[src/srcf_pkg.sv]
// package for service request and receive character filter
// shared by the filter core; no surroundings assumed
package srcf_pkg;
    localparam logic [1:0] REG_ERRORS  = 2'h0;
    localparam logic [1:0] REG_BUFFERS = 2'h1;
    localparam logic [1:0] REG_EVENTS  = 2'h2;
    localparam logic [1:0] REG_DELETE  = 2'h3;
    localparam int BIT_MASTER    = 3;
    localparam int BIT_DATA_ERR  = 2;
    localparam int BIT_OVERFLOW  = 0;
    localparam int BIT_RX_FULL   = 3;
    localparam int BIT_RX_AVAIL  = 2;
    localparam int BIT_TX_ROOM   = 1;
    localparam int BIT_TX_EMPTY  = 0;
    localparam int BIT_MANUAL    = 2;
    localparam int BIT_AUTODISC  = 1;
    localparam int BIT_BREAK     = 0;
    localparam int BIT_DEL_DEL   = 2;
    localparam int BIT_DEL_NUL   = 1;
    localparam int BIT_DEL_SEL   = 0;
    localparam logic [3:0] USED_ERRORS  = 4'hd;
    localparam logic [3:0] USED_BUFFERS = 4'hf;
    localparam logic [3:0] USED_EVENTS  = 4'h7;
    localparam logic [3:0] USED_DELETE  = 4'h7;
    localparam logic [3:0] RST_CLOSED      = 4'h0;
    localparam logic [3:0] RST_OPEN_ERRORS = 4'hd;
    localparam logic [3:0] RST_OPEN_BUFFER = 4'h5;
    localparam logic [3:0] RST_OPEN_EVENTS = 4'h2;
    localparam logic [7:0] CHAR_DEL      = 8'h7f;
    localparam logic [7:0] CHAR_NUL      = 8'h00;
    localparam logic [7:0] RST_SEL_CHAR  = 8'h00;
endpackage

[src/srcf_core.sv]
// service request enables and receive character deletion core
// assumes a loop decoder presents register writes as one-cycle strobes on core_clk
//
// Contract
// no service request unless master request enable is set.
// data error enable flags parity, framing, overrun, buffer overflow errors.
// overflow enable flags data discarded because receive buffer was full.
// receive-full enable flags request while receive buffer is full.
// receive-not-empty enable flags request while receive buffer holds data.
// transmit-not-full enable flags request while transmit buffer has room.
// transmit-empty enable flags request while transmit buffer is empty.
// manual enable flags request while manual request key is pressed.
// autodisconnect enable flags request while link stopped by autodisconnect.
// break enable flags request while break is detected on receive line.
// unused register bits have no function and read as zero.
// delete enable drops received code 127 before forwarding.
// null enable drops received code 0 before forwarding.
// selectable enable drops characters equal to the selectable delete register.
// with request switch closed all four registers default to zero.
// with switch open request registers default to 1101, 0101, 0010.
// power-up and reset key reload all registers with defaults.
// controller writes a register with listener 0 message plus data byte.
// pending request is master enable and OR of enabled conditions.
// deletions are applied before the character enters the receive buffer.
`timescale 1ns/1ps
module srcf_core
    import srcf_pkg::*;
(
    input  wire logic       core_clk,
    input  wire logic       reset_n,
    input  wire logic       reset_key,
    input  wire logic       request_switch_open,
    input  wire logic       reg_wr,
    input  wire logic [1:0] reg_sel,
    input  wire logic [7:0] reg_wdata,
    input  wire logic       sel_char_wr,
    input  wire logic [7:0] sel_char_wdata,
    input  wire logic [1:0] rd_sel,
    output logic      [3:0] rd_data,
    input  wire logic       parity_err,
    input  wire logic       framing_err,
    input  wire logic       overrun_err,
    input  wire logic       rx_overflow,
    input  wire logic       rx_full,
    input  wire logic       rx_not_empty,
    input  wire logic       tx_not_full,
    input  wire logic       tx_empty,
    input  wire logic       manual_request_key,
    input  wire logic       autodisconnect,
    input  wire logic       break_detect,
    input  wire logic       rx_char_valid,
    input  wire logic [7:0] rx_char,
    output logic            rxbuf_wr,
    output logic      [7:0] rxbuf_wdata,
    output logic            service_request
);
    import srcf_pkg::*;

    ////////////////////////////////////////////////////////////////////////
    // input synchronisers for pins
    logic [1:0] key_s1_q, key_s2_q;
    // pins pass two flops before any logic reads them
    logic       sw_s1_q, sw_s2_q;
    logic       brk_s1_q, brk_s2_q;
    logic       key_prev_q;
    // power-up load waits for the switch synchroniser to fill
    logic [2:0] init_q;
    always_ff @(posedge core_clk or negedge reset_n) begin
        if (!reset_n) begin
            key_s1_q   <= 2'h0;
            key_s2_q   <= 2'h0;
            sw_s1_q    <= 1'b0;
            sw_s2_q    <= 1'b0;
            brk_s1_q   <= 1'b0;
            brk_s2_q   <= 1'b0;
            key_prev_q <= 1'b0;
            init_q     <= 3'h7;
        end else begin
            key_s1_q   <= {manual_request_key, reset_key};
            key_s2_q   <= key_s1_q;
            sw_s1_q    <= request_switch_open;
            sw_s2_q    <= sw_s1_q;
            brk_s1_q   <= break_detect;
            brk_s2_q   <= brk_s1_q;
            key_prev_q <= key_s2_q[0];
            init_q     <= {init_q[1:0], 1'b0};
        end
    end

    wire manual_sync = key_s2_q[1];
    wire switch_open = sw_s2_q;
    wire break_sync  = brk_s2_q;
    // defaults reloaded after power-up release and on reset key press
    // power-up load lands on the third edge, once the switch is seen
    wire init_load     = init_q[2] & ~init_q[1];
    wire key_press     = key_s2_q[0] & ~key_prev_q;
    wire load_defaults = init_load | key_press;

    ////////////////////////////////////////////////////////////////////////
    // control registers
    logic [3:0] req_errors_q, req_buffers_q, req_events_q, del_ctrl_q;
    logic [7:0] sel_char_q;

    wire [3:0] dflt_errors  = switch_open ? RST_OPEN_ERRORS : RST_CLOSED;
    wire [3:0] dflt_buffers = switch_open ? RST_OPEN_BUFFER : RST_CLOSED;
    wire [3:0] dflt_events  = switch_open ? RST_OPEN_EVENTS : RST_CLOSED;

    // write strobes from the listener 0 message decoder
    wire wr_errors  = reg_wr & (reg_sel == REG_ERRORS);
    wire wr_buffers = reg_wr & (reg_sel == REG_BUFFERS);
    wire wr_events  = reg_wr & (reg_sel == REG_EVENTS);
    wire wr_delete  = reg_wr & (reg_sel == REG_DELETE);

    always_ff @(posedge core_clk or negedge reset_n) begin
        if (!reset_n) begin
            req_errors_q  <= RST_CLOSED;
            req_buffers_q <= RST_CLOSED;
            req_events_q  <= RST_CLOSED;
            del_ctrl_q    <= RST_CLOSED;
            sel_char_q    <= RST_SEL_CHAR;
        end else if (load_defaults) begin
            req_errors_q  <= dflt_errors;
            req_buffers_q <= dflt_buffers;
            req_events_q  <= dflt_events;
            del_ctrl_q    <= RST_CLOSED;
            sel_char_q    <= RST_SEL_CHAR;
        end else begin
            // unused bits never stored
            if (wr_errors)   req_errors_q  <= reg_wdata[3:0] & USED_ERRORS;
            if (wr_buffers)  req_buffers_q <= reg_wdata[3:0] & USED_BUFFERS;
            if (wr_events)   req_events_q  <= reg_wdata[3:0] & USED_EVENTS;
            if (wr_delete)   del_ctrl_q    <= reg_wdata[3:0] & USED_DELETE;
            if (sel_char_wr) sel_char_q    <= sel_char_wdata;
        end
    end

    ////////////////////////////////////////////////////////////////////////
    // register readback
    wire [3:0] rd_mux = (rd_sel == REG_ERRORS)  ? req_errors_q  :
                        (rd_sel == REG_BUFFERS) ? req_buffers_q :
                        (rd_sel == REG_EVENTS)  ? req_events_q  : del_ctrl_q;

    ////////////////////////////////////////////////////////////////////////
    // service request conditions
    wire any_data_err = parity_err | framing_err | overrun_err | rx_overflow;
    wire cond_data_err = req_errors_q[BIT_DATA_ERR] & any_data_err;
    wire cond_overflow = req_errors_q[BIT_OVERFLOW] & rx_overflow;
    wire cond_rx_full  = req_buffers_q[BIT_RX_FULL] & rx_full;
    wire cond_rx_avail = req_buffers_q[BIT_RX_AVAIL] & rx_not_empty;
    wire cond_tx_room  = req_buffers_q[BIT_TX_ROOM] & tx_not_full;
    wire cond_tx_empty = req_buffers_q[BIT_TX_EMPTY] & tx_empty;
    wire cond_manual   = req_events_q[BIT_MANUAL] & manual_sync;
    wire cond_autodisc = req_events_q[BIT_AUTODISC] & autodisconnect;
    wire cond_break    = req_events_q[BIT_BREAK] & break_sync;

    wire any_cond = cond_data_err | cond_overflow | cond_rx_full | cond_rx_avail |
                    cond_tx_room | cond_tx_empty | cond_manual | cond_autodisc |
                    cond_break;
    wire master_request_enable = req_errors_q[BIT_MASTER];
    wire srq_d = master_request_enable & any_cond;

    ////////////////////////////////////////////////////////////////////////
    // receive character deletion ahead of the receive buffer
    function automatic logic char_match(input logic en, input logic [7:0] a,
                                        input logic [7:0] b);
        char_match = en & (a == b);
    endfunction

    wire drop_char = char_match(del_ctrl_q[BIT_DEL_DEL], rx_char, CHAR_DEL)
                   | char_match(del_ctrl_q[BIT_DEL_NUL], rx_char, CHAR_NUL)
                   | char_match(del_ctrl_q[BIT_DEL_SEL], rx_char, sel_char_q);
    wire fwd_char  = rx_char_valid & ~drop_char;

    ////////////////////////////////////////////////////////////////////////
    // registered outputs
    always_ff @(posedge core_clk or negedge reset_n) begin
        if (!reset_n) begin
            service_request <= 1'b0;
            rxbuf_wr        <= 1'b0;
            rxbuf_wdata     <= 8'h00;
            rd_data         <= 4'h0;
        end else begin
            service_request <= srq_d;
            rxbuf_wr        <= fwd_char;
            rxbuf_wdata     <= fwd_char ? rx_char : rxbuf_wdata;
            rd_data         <= rd_mux;
        end
    end
endmodule

[config.mk]
export PLATFORM = sky130hd
export DESIGN_NAME = srcf_core
export DESIGN_NICKNAME = d
export VERILOG_FILES = /design/src/srcf_pkg.sv /design/src/srcf_core.sv
export SDC_FILE = /design/constraint.sdc
export NUM_CORES = 1
export LEC_CHECK = 0
export ABC_AREA = 1
export BUFFER_PORTS_ARGS = -buffer_cell sky130_fd_sc_hd__buf_2
export CAP_MARGIN = 5
export CORE_MARGIN = 1
export CORE_UTILIZATION = 51
export CTS_CLUSTER_DIAMETER = 30
export CTS_CLUSTER_SIZE = 40
export DETAILED_ROUTE_END_ITERATION = 8
export GPL_TIMING_DRIVEN = 0
export PLACE_DENSITY = 0.85
export SKIP_LAST_GASP = 1
export SYNTH_ARGS = -nofsm -noshare
export SYNTH_HDL_FRONTEND = slang
export SYNTH_SLANG_ARGS = --single-unit
[constraint.sdc]
create_clock -name core_clk -period 1.5 [get_ports core_clk]
set_input_delay 0.15 -clock core_clk [delete_from_list [all_inputs] [get_ports core_clk]]
set_output_delay 0.15 -clock core_clk [all_outputs]
set_load 0.02 [all_outputs]
==> results of run 1 <==
[sequential cells by signal, summed over array words and instances, names as in the netlist, 3 cells and up]
register and flops:
del_ctrl_q 3, req_buffers_q 4, req_errors_q 3, init_q 3, sel_char_q 8, req_events_q 3, rxbuf_wdata 8, rd_data 4
[cell usage in the layout, fill, tap and decap left out, drive strengths merged, types with 2 or more instances in the layout]
cell type,n
nand4,2
a31oi,5
clkbuf,6
dfrtp,44
nand3,23
a21oi,5
nor2,22
o31ai,3
dfstp,3
nor3,3
buf,56
nand2,74
inv,35
dlygate4sd3,4
o21ai,20
[final cells by class]
cell class	count	area, µm²	area share [%]
flip-flops and latches	47	1180	44.8
well taps	50	62.6	2.38
inverters	35	134	5.09
plain buffers	2	10.0	0.380
multi-input cells	161	817	31.1
clock buffers	6	82.6	3.14
repair buffers	58	310	11.8
clock inverters	2	35.0	1.33
[per-layer routing]
layer	track usage [%]	vias up	wire length (µm)
li1	-	911	-
met1	26.0	817	1840
met2	33.7	49	1980
met3	3.94	7	160
met4	9.84	0	71
met5	0	-	0
[cells in the mapped netlist (2+ instances only)]
| cell | count | area (µm²) |
|---|---|---|
| nand3_1 | 22 | 110 |
| o21ai_1 | 3 | 15.0 |
| o21ai_0 | 16 | 80.1 |
| buf_2 | 2 | 10.0 |
| nand2_1 | 70 | 263 |
| a31oi_1 | 5 | 31.3 |
| nor2_1 | 19 | 71.3 |
| a21oi_1 | 4 | 20.0 |
| nand4_1 | 2 | 12.5 |
| inv_1 | 28 | 105 |
| dfstp_2 | 3 | 78.8 |
| o31ai_4 | 2 | 42.5 |
| dfrtp_1 | 44 | 1100 |
| nor2_4 | 2 | 22.5 |
| nor3_1 | 2 | 10.0 |
| nand2_2 | 3 | 18.8 |
| inv_2 | 7 | 26.3 |
[cells by family (layout without fill, tap and decap cells)]
logic type	Yosys count	in the layout	synth area share (%)
other	1	1	0.175
AO/OA/AOI/OAI	35	35	10.9
AND/OR/NAND/NOR	125	125	27.0
flip-flops	47	47	55.1
buffers and inverters	38	103	6.78
[report_power, final]
group / switching, mW / leakage, nW / internal (mW)
Sequential: 0.0643 / 0.571 / 1.39
Combinational: 0.310 / 0.729 / 0.183
Clock: 0.406 / 0.0612 / 0.539
[timing repair]
action,in CTS,in global routing
gates resized for setup,0,2
hold buffers,4,0
endpoints found under the setup margin,0,5
endpoints found under the hold margin,4,0
[stage by stage]
stage | setup WS, ns | instance area (µm²) | instances
2_1_floorplan | 0.242 | 2140 | 246
6_report | 0.115 | 2630 | 361
3_3_place_gp | 0.126 | 2470 | 350
3_5_place_dp | 0.101 | 2470 | 350
5_1_grt | 0.00251 | 2630 | 361
4_1_cts | 0.0799 | 2630 | 362
[worst paths after layout]
path                                          endpoint  slack, ns  cells past startpoint
setup / recovery             sel_char_q[4]$_DFFE_PN0P_       0.11                      5
hold / removal              rxbuf_wdata[0]$_DFFE_PN0P_       0.01                      1
setup reg to reg             sel_char_q[4]$_DFFE_PN0P_       0.11                      5
hold reg to reg                  key_s2_q[1]$_DFF_PN0_       0.36                      0
max in group asynchronous  req_events_q[2]$_DFFE_PN0P_       0.88                      1
min in group core_clk        sel_char_q[0]$_DFFE_PN0P_       0.09                      3
==> impl_metrics.csv, run 1 <==
group,metric,value,unit
logic_synthesis,synth_edf_count,0,
logic_synthesis,ys_ff_latch,47,
setup_path,critPathBufInv,1,
finish,finalCoreUtilization,65.3,%
power_and_ir_drop,total_power,2.89,mW
sta,holdWs,0.0121,ns
sta,setup_tns,0,ns
clocking,cts_root_buffer,"clkbuf_8",
setup_path,required,1.71,ns
routing,wl_per_cell,11.2,µm
clocking,clock_path_buffers,2,
global_routing,grt_max_degree,48,
sta,fmax,722,MHz
power_and_ir_drop,irDropWorstVdd,0.658,mV
finish,area_growth,22.8,%
finish,drive_gt1_share,28.3,%
floorplanning,die_w,66.8,µm
floorplanning,start_util,53.2,%
sta,finalClockSkew,0.00456,ns
sta,finalSetupViolCount,0,
routing,drt_pass1_iterations,4,
finish,diodes,0,
logic_synthesis,netlist_area,2140,µm²
logic_synthesis,ys_async_sr_fraction,100,%
clocking,htree_levels,2,
global_routing,grt_util_all_layers,20.6,%
setup_path,cpPeakStageDelay,0.53,ns
routing,drt-total-wl,4050,µm
routing,drc,0,
clocking,cts.sinks,47,
global_routing,overflow,0,
logic_synthesis,seq_area_frac_synth,55.1,%
placed_design,gp_congestion,0.832,
clocking,clk_pin_slew,0.08,ns
flow_run,max_cap_viol_count,0,
routing,drt_iter0_markers,90,
placed_design,numPortBuffers,54,
sta,relSlewSlack,33.9,%
routing,postRouteAntennaNets,0,
power_and_ir_drop,p_per_area,1100,nW/µm²
setup_path,cp-start-kind,"flop",
setup_path,rr_startpoint,"init_q[1]$_DFF_PN1_",
min_path,hp-class,"in -> async",
floorplanning,core-area,4030,µm²
global_routing,antenna_found_initial,0,
logic_synthesis,synth_area_per_cell,8.71,µm²
floorplanning,die_h,66.8,µm
logic_synthesis,synth.distinct_cells,29,
sta,rsz0062_at_grt,"false",
clocking,insertion_delay,0.29,ns
clocking,cts_inserted_buffers,5,
clocking,cts_tree,"done",
logic_synthesis,ys.flop_type,"dfrtp_1",
placed_design,dp_hpwl,2990,µm
setup_path,worstPathArrival,1.60,ns
floorplanning,io_pins,60,
routing,via_per_inst,4.94,
setup_path,path_common_cell,"nand2_1",
setup_path,path_max_fanout,8,
sta,tightest_slew,0.992,ns
power_and_ir_drop,p_leak,1.36,nW
setup_path,worstSetupEndpointType,"flop",
setup_path,crit_slowest_cell,"dfstp_2",
setup_path,path_class,"reg -> reg",
floorplanning,die-area,4460,µm²
status,outcome,"complete, no violations",
logic_synthesis,synth_nets,292,
finish,nNetsFinal,356,
clocking,cts_setup_buffers,0,
global_routing,grt_pass1_vias,1658,
finish,fillers,333,
sta,period_minus_slack,1.39,ns
setup_path,crit_family,"flip-flops",
logic_synthesis,ys.warnings.count,0,
setup_path,path_cells,"inv_1, nand2_1, nand2_1, or2_0, o21ai_0",
sta,fin_crit_sh,92.4,%
logic_synthesis,syn_inst,246,
floorplanning,core.rowCount,23,
routing,vias,1784,
setup_path,crit_start,"init_q[1]$_DFF_PN1_",
sta,slew_violations,0,
sta,hold_viol_final,0,
global_routing,grt_pass1_wl,6830,µm
Power figures use the tool's default switching activity.
==> inputs of run 2 (changes only) <==
- ABC_AREA: 1 -> 0
- CORE_UTILIZATION: 51 -> 50
==> run 2 against run 1 <==
Against the previous run:
- the flow now finishes with violations (setup timing)
- utilization increased by 0.43 points
- clock skew up 0.0014 ns
- global-route usage fell by 0.17 points
- wire length fell by 6.1%
==> impl_metrics.csv, run 2 <==
group,metric,value,unit
status,outcome,"finished, violations left",
status,violations,"setup timing",
power_and_ir_drop,p_per_area,1070,nW/µm²
sta,slew_violations,0,
power_and_ir_drop,pwr-share-seq,55.1,%
sta,holdWs,0.0152,ns
routing,met1Wirelength,1660,µm
routing,wl_met3,187,µm
finish,area_growth,24.3,%
power_and_ir_drop,p_switching,0.658,mW
sta,fmax,577,MHz
logic_synthesis,synth_top_area_share,56.4,%
placed_design,placed_cells,247,
logic_synthesis,synth_area_leaders,"dfrtp_1, mux2i_1, mux2_4",
floorplanning,core.rowCount,22,
floorplanning,die_h,64.5,µm
setup_path,path_cells,"xor2_1, nor4_1, nand4_1, o211a_1, buf_6, mux2_4",
clocking,cts_inserted_buffers,5,
logic_synthesis,ys.warnings.count,0,
finish,nNetsFinal,257,
logic_synthesis,syn_inst,146,
logic_synthesis,ys.flop_type,"dfrtp_1",
logic_synthesis,synth_edf_count,0,
floorplanning,start_util,52.9,%
power_and_ir_drop,irDropWorstVdd,0.596,mV
finish,fillers,309,
setup_path,worstSetupEndpointType,"flop",
placed_design,dp_hpwl,2830,µm
clocking,cts_tree,"done",
flow_run,max_cap_viol_count,0,
floorplanning,core-area,3690,µm²
floorplanning,die_w,64.5,µm
logic_synthesis,ys_ff_latch,47,
finish,drive_gt1_share,37.7,%
setup_path,path_class,"reg -> reg",
logic_synthesis,seq_area_frac_synth,60.5,%
floorplanning,die-area,4160,µm²
routing,drt-total-wl,3810,µm
routing,postRouteAntennaNets,0,
sta,fin_crit_sh,116,%
sta,tightest_slew,0.969,ns
sta,finalClockSkew,0.00599,ns
finish,fin_cells,260,
clocking,clock_path_buffers,2,
routing,routed.top_layer,"met4",
logic_synthesis,synth_commonest_cells,"dfrtp_1, mux2i_1, nor2_1",
global_routing,grt_util_all_layers,20.5,%
min_path,hp-class,"in -> async",
routing,drt_iter0_markers,37,
routing,dr_wl_met2,1910,µm
sta,fin_ws,-0.233,ns
routing,vias,1400,
power_and_ir_drop,clkPwrFrac,28.7,%
routing,via_per_inst,5.38,
logic_synthesis,synth.distinct_cells,32,
clocking,cts.sinks,47,
finish,finalCoreUtilization,65.7,%
sta,rsz0062_at_grt,"true",
logic_synthesis,ys_async_sr_fraction,100,%
sta,hold_viol_final,0,
setup_path,cp-start-kind,"flop",
setup_path,worstPathArrival,1.90,ns
global_routing,overflow,0,
power_and_ir_drop,intPower,1.94,mW
finish,mostFrequentLayoutCells,"buf_2, dfrtp_1, mux2i_1",
sta,relSlewSlack,35.4,%
routing,wl_per_cell,14.6,µm
setup_path,critPathBufInv,1,
clocking,htree_levels,2,
clocking,clk_pin_slew,0.08,ns
logic_synthesis,synth.most_common_cell,"dfrtp_1",
setup_path,cpPeakStageDelay,0.40,ns
logic_synthesis,synth_area_per_cell,13.4,µm²
setup_path,crit_slowest_cell,"dfrtp_1",
routing,drt_pass1_iterations,4,
logic_synthesis,netlist_area,1950,µm²
power_and_ir_drop,comb_power_share,16.1,%
finish,final_common_cell,"buf_2",
placed_design,gp_congestion,0.870,
global_routing,grt_pass1_wl,6290,µm
clocking,insertion_delay,0.29,ns
sta,period_minus_slack,1.73,ns
routing,drc,0,
global_routing,antenna_found_initial,0,
logic_synthesis,synth_nets,192,
logic_synthesis,yosysTopAreaCell,"dfrtp_1",
finish,top_regs,"rxbuf_wdata (8), sel_char_q (8)",
clocking,cts_root_buffer,"clkbuf_8",
setup_path,path_max_fanout,8,
placed_design,numPortBuffers,53,
setup_path,crit_family,"simple AND/OR/NAND/NOR gates",
floorplanning,io_pins,60,
power_and_ir_drop,p_leak,1.24,nW
global_routing,grt_max_degree,48,
finish,diodes,0,
sta,finalSetupViolCount,8,
global_routing,grt_pass1_vias,1347,
setup_path,required,1.67,ns
power_and_ir_drop,netSwitchingFraction,25.3,%
placed_design,pre_cts_ws,-0.244,ns
## run 2: changes by cell type after synthesis, moves of 15 or more
cell,before,now
nand2_1,70,2
inv_1,28,3
mux2i_1,0,21
nand3_1,22,2
o21ai_0,16,1
## run 2: final cells by class
cell class              count  area (µm²)  area share [%]
inverters                   3        11.3           0.464
flip-flops and latches     47        1180            48.7
repair buffers             58         313            12.9
clock inverters             1        5.00           0.206
clock buffers               7        86.3            3.56
plain buffers               4        23.8           0.980
multi-input cells          92         746            30.8
well taps                  48        60.1            2.48
## run 2: kinds of logic (layout without fill, tap and decap cells)
kind of cell / Yosys count / count (layout) / share of synthesized area (%)
AO/OA/AOI/OAI: 19 / 19 / 6.93
XOR/XNOR: 8 / 8 / 3.59
buffers and inverters: 7 / 73 / 1.73
flip-flops: 47 / 47 / 60.5
multiplexers: 31 / 31 / 19.1
other: 1 / 1 / 0.192
AND/OR/NAND/NOR: 33 / 33 / 8.02
## run 2: metrics by stage
stage               total power, mW  area (µm²)  setup TNS [ns]
finish                         2.60        2420           -1.60
global route                   2.74        2420           -2.45
CTS                            2.62        2420           -1.59
detailed placement             1.87        2280           -3.44
global placement               1.85        2280           -2.56
floorplan                      1.68        1950          -0.606
## run 2: worst paths after layout
path	start	slack, ns	depth (start not counted)	endpoint
hold / removal	reset_n	0.02	1	rxbuf_wr$_DFF_PN0_
max in group asynchronous	reset_n	0.89	1	sel_char_q[6]$_DFFE_PN0P_
min in group core_clk	rd_sel[1]	0.11	2	rd_data[3]$_DFF_PN0_
hold reg to reg	key_s1_q[1]$_DFF_PN0_	0.35	0	key_s2_q[1]$_DFF_PN0_
setup / recovery	sel_char_q[2]$_DFFE_PN0P_	-0.23	6	rxbuf_wdata[3]$_DFFE_PN0P_
setup reg to reg	sel_char_q[2]$_DFFE_PN0P_	-0.23	6	rxbuf_wdata[3]$_DFFE_PN0P_
## run 2: worst register-to-register path: stages (launching register included)
cell and delay (ns):
dfrtp_1 0.40, xor2_1 0.15, nor4_1 0.27, nand4_1 0.18, o211a_1 0.17, buf_6 0.15, mux2_4 0.30
## run 2: power by group through the flow
stage / combinational [mW] / sequential (mW) / clock [mW]
floorplan: 0.193 / 1.49 / 0
global placement: 0.402 / 1.45 / 0
detailed placement: 0.412 / 1.45 / 0
CTS: 0.423 / 1.43 / 0.762
global route: 0.463 / 1.44 / 0.832
finish: 0.419 / 1.43 / 0.746
## run 2: metal layers
metal  track usage (%)  vias up
li1                  -      650
met1              26.9      701
met2              33.0       42
met3              4.75        7
met4              7.78        0
met5                 0        -
## run 2: what timing repair did
action | 4_1_cts | 5_1_grt
gates resized for setup | 2 | 1
endpoints found under the setup margin | 17 | 15
hold endpoints to repair | 4 | 0
buffers inserted | 1 | 1
pin swaps | 2 | 2
hold buffers | 4 | 0
==> inputs of run 3 (changes only) <==
- MAX_ROUTING_LAYER: unset -> met4
- PLACE_DENSITY: 0.85 -> 0.79
==> run 3 against run 2 <==
Against the previous run:
- the run still ends with setup timing left
- first-iteration DRC count grew to 2.8 times the previous value
- sequential cell count stayed put
- worst setup slack worse by 0.025 ns
- via count is 0.14% lower
==> impl_metrics.csv, run 3 (same netlist as run 2, synthesis figures left out) <==
group,metric,value,unit
placed_design,gp_congestion,0.946,
routing,drc,0,
power_and_ir_drop,comb_power_share,14.4,%
finish,top_regs,"rxbuf_wdata (8), sel_char_q (8)",
routing,drt-total-wl,4160,µm
power_and_ir_drop,p_leak,1.26,nW
clocking,cts_root_buffer,"clkbuf_8",
min_path,hp-class,"in -> async",
global_routing,antenna_found_initial,0,
global_routing,overflow,0,
placed_design,dp_hpwl,3000,µm
clocking,cts_inserted_buffers,5,
global_routing,grt_max_degree,48,
finish,finalCoreUtilization,66.9,%
sta,rsz0062_at_grt,"true",
sta,fmax,569,MHz
finish,final_common_cell,"buf_2",
sta,finalClockSkew,0.00684,ns
power_and_ir_drop,netSwitchingFraction,23.7,%
clocking,cts_tree,"done",
status,violations,"setup timing",
finish,fin_area,2470,µm²
routing,drt_pass1_iterations,4,
clocking,insertion_delay,0.30,ns
power_and_ir_drop,clkPwrFrac,36.5,%
finish,fillers,287,
setup_path,path_max_fanout,8,
sta,fin_ws,-0.257,ns
finish,area_growth,26.4,%
floorplanning,io_pins,60,
floorplanning,die_h,64.5,µm
power_and_ir_drop,intPower,2.23,mW
global_routing,grt_util_all_layers,22.9,%
placed_design,pre_cts_ws,-0.233,ns
sta,fin_crit_sh,117,%
floorplanning,core-area,3690,µm²
routing,via_per_inst,5.38,
routing,vias,1398,
finish,drive_gt1_share,37.7,%
finish,fin_cells,260,
clocking,cts.sinks,47,
sta,relSlewSlack,33.0,%
power_and_ir_drop,p_per_area,1190,nW/µm²
sta,tightest_slew,1.00,ns
setup_path,path_cells,"xor2_1, nor4_1, nand4_1, o211a_1, buf_6, mux2_4",
power_and_ir_drop,p_switching,0.692,mW
clocking,clock_path_buffers,2,
setup_path,worstPathArrival,1.94,ns
sta,period_minus_slack,1.76,ns
floorplanning,die_w,64.5,µm
sta,slew_violations,0,
routing,wl_per_cell,16.0,µm
finish,seqCellArea,1180,µm²
setup_path,required,1.68,ns
power_and_ir_drop,total_power,2.93,mW
setup_path,worstSetupEndpointType,"flop",
finish,nNetsFinal,257,
global_routing,grt_pass1_wl,6820,µm
setup_path,worst_r2r_path_depth,6,
clocking,clk_pin_slew,0.08,ns
power_and_ir_drop,pwr-share-seq,49.1,%
status,outcome,"finished, violations left",
setup_path,cp-start-kind,"flop",
finish,multi_input_area,746,µm²
global_routing,grt_pass1_vias,1466,
sta,hold_viol_final,0,
sta,holdWs,0.0213,ns
floorplanning,core.rowCount,22,
setup_path,cpPeakStageDelay,0.40,ns
routing,drt_iter0_markers,102,
setup_path,path_class,"reg -> reg",
floorplanning,start_util,52.9,%
sta,setup_tns,-1.82,ns
setup_path,crit_slowest_cell,"dfrtp_1",
clocking,htree_levels,2,
sta,finalSetupViolCount,8,
placed_design,placed_cells,247,
floorplanning,die-area,4160,µm²
flow_run,max_cap_viol_count,0,
finish,diodes,0,
finish,mostFrequentLayoutCells,"buf_2, dfrtp_1, mux2i_1",
placed_design,numPortBuffers,53,
placed_design,post_dp_cell_area,2280,µm²
routing,postRouteAntennaNets,0,
power_and_ir_drop,irDropWorstVdd,0.545,mV
==> run 3: changes by cell type in the layout (fill, tap and decap cells not counted), sizes merged <==
cell    change
clkbuf      -1
bufinv      +2
clkinv      -1
==> run 3: final cells by class <==
type                       instances  area share [%]
timing repair buffer              58            12.7
inverter                           3           0.457
tap                               48            2.44
multi-input combinational         92            30.2
clock buffer                       6            2.94
buffer                             4           0.964
clock inverter                     2            2.44
sequential                        47            47.8
==> run 3: layer usage <==
metal  vias up  part of all wire [%]  GRT usage, %
li1        649                     -             -
met1       691                    43          27.4
met2        52                    52          35.7
met3         6                   4.1          6.16
met4         0                   1.3          11.9
met5         -                     0             -
==> run 3: path summary, 6_finish.rpt <==
path                                            from                         end  slack (ns)
setup reg to reg           sel_char_q[2]$_DFFE_PN0P_  rxbuf_wdata[1]$_DFFE_PN0P_       -0.26
hold reg to reg                   brk_s1_q$_DFF_PN0_        break_sync$_DFF_PN0_        0.35
hold / removal                               reset_n  rxbuf_wdata[7]$_DFFE_PN0P_        0.02
max in group asynchronous                    reset_n   sel_char_q[3]$_DFFE_PN0P_        0.86
min in group core_clk                      rd_sel[1]        rd_data[3]$_DFF_PN0_        0.09
setup / recovery           sel_char_q[2]$_DFFE_PN0P_  rxbuf_wdata[1]$_DFFE_PN0P_       -0.26
==> run 3: repair_timing <==
action | 4_1_cts | 5_1_grt
setup endpoints to repair | 17 | 20
endpoints found under the hold margin | 4 | 0
resized for setup | 1 | 2
pin swaps | 2 | 3
hold buffers | 4 | 0
buffers inserted | 2 | 1
==> run 3: power by group through the flow <==
stage | Sequential [mW] | Clock, mW | Combinational, mW
3_5_place_dp | 1.46 | 0 | 0.409
3_3_place_gp | 1.45 | 0 | 0.396
6_report | 1.44 | 1.07 | 0.422
2_1_floorplan | 1.49 | 0 | 0.193
5_1_grt | 1.45 | 1.14 | 0.463
4_1_cts | 1.43 | 1.09 | 0.421
==> run 3: critical path, delay by kind of cell (launching register included) <==
kind | cells | cell delay (ns)
flip-flops | 1 | 0.40
XOR/XNOR | 1 | 0.15
buffers and inverters | 1 | 0.15
AO/OA/AOI/OAI | 1 | 0.17
AND/OR/NAND/NOR | 2 | 0.49
multiplexers | 1 | 0.29
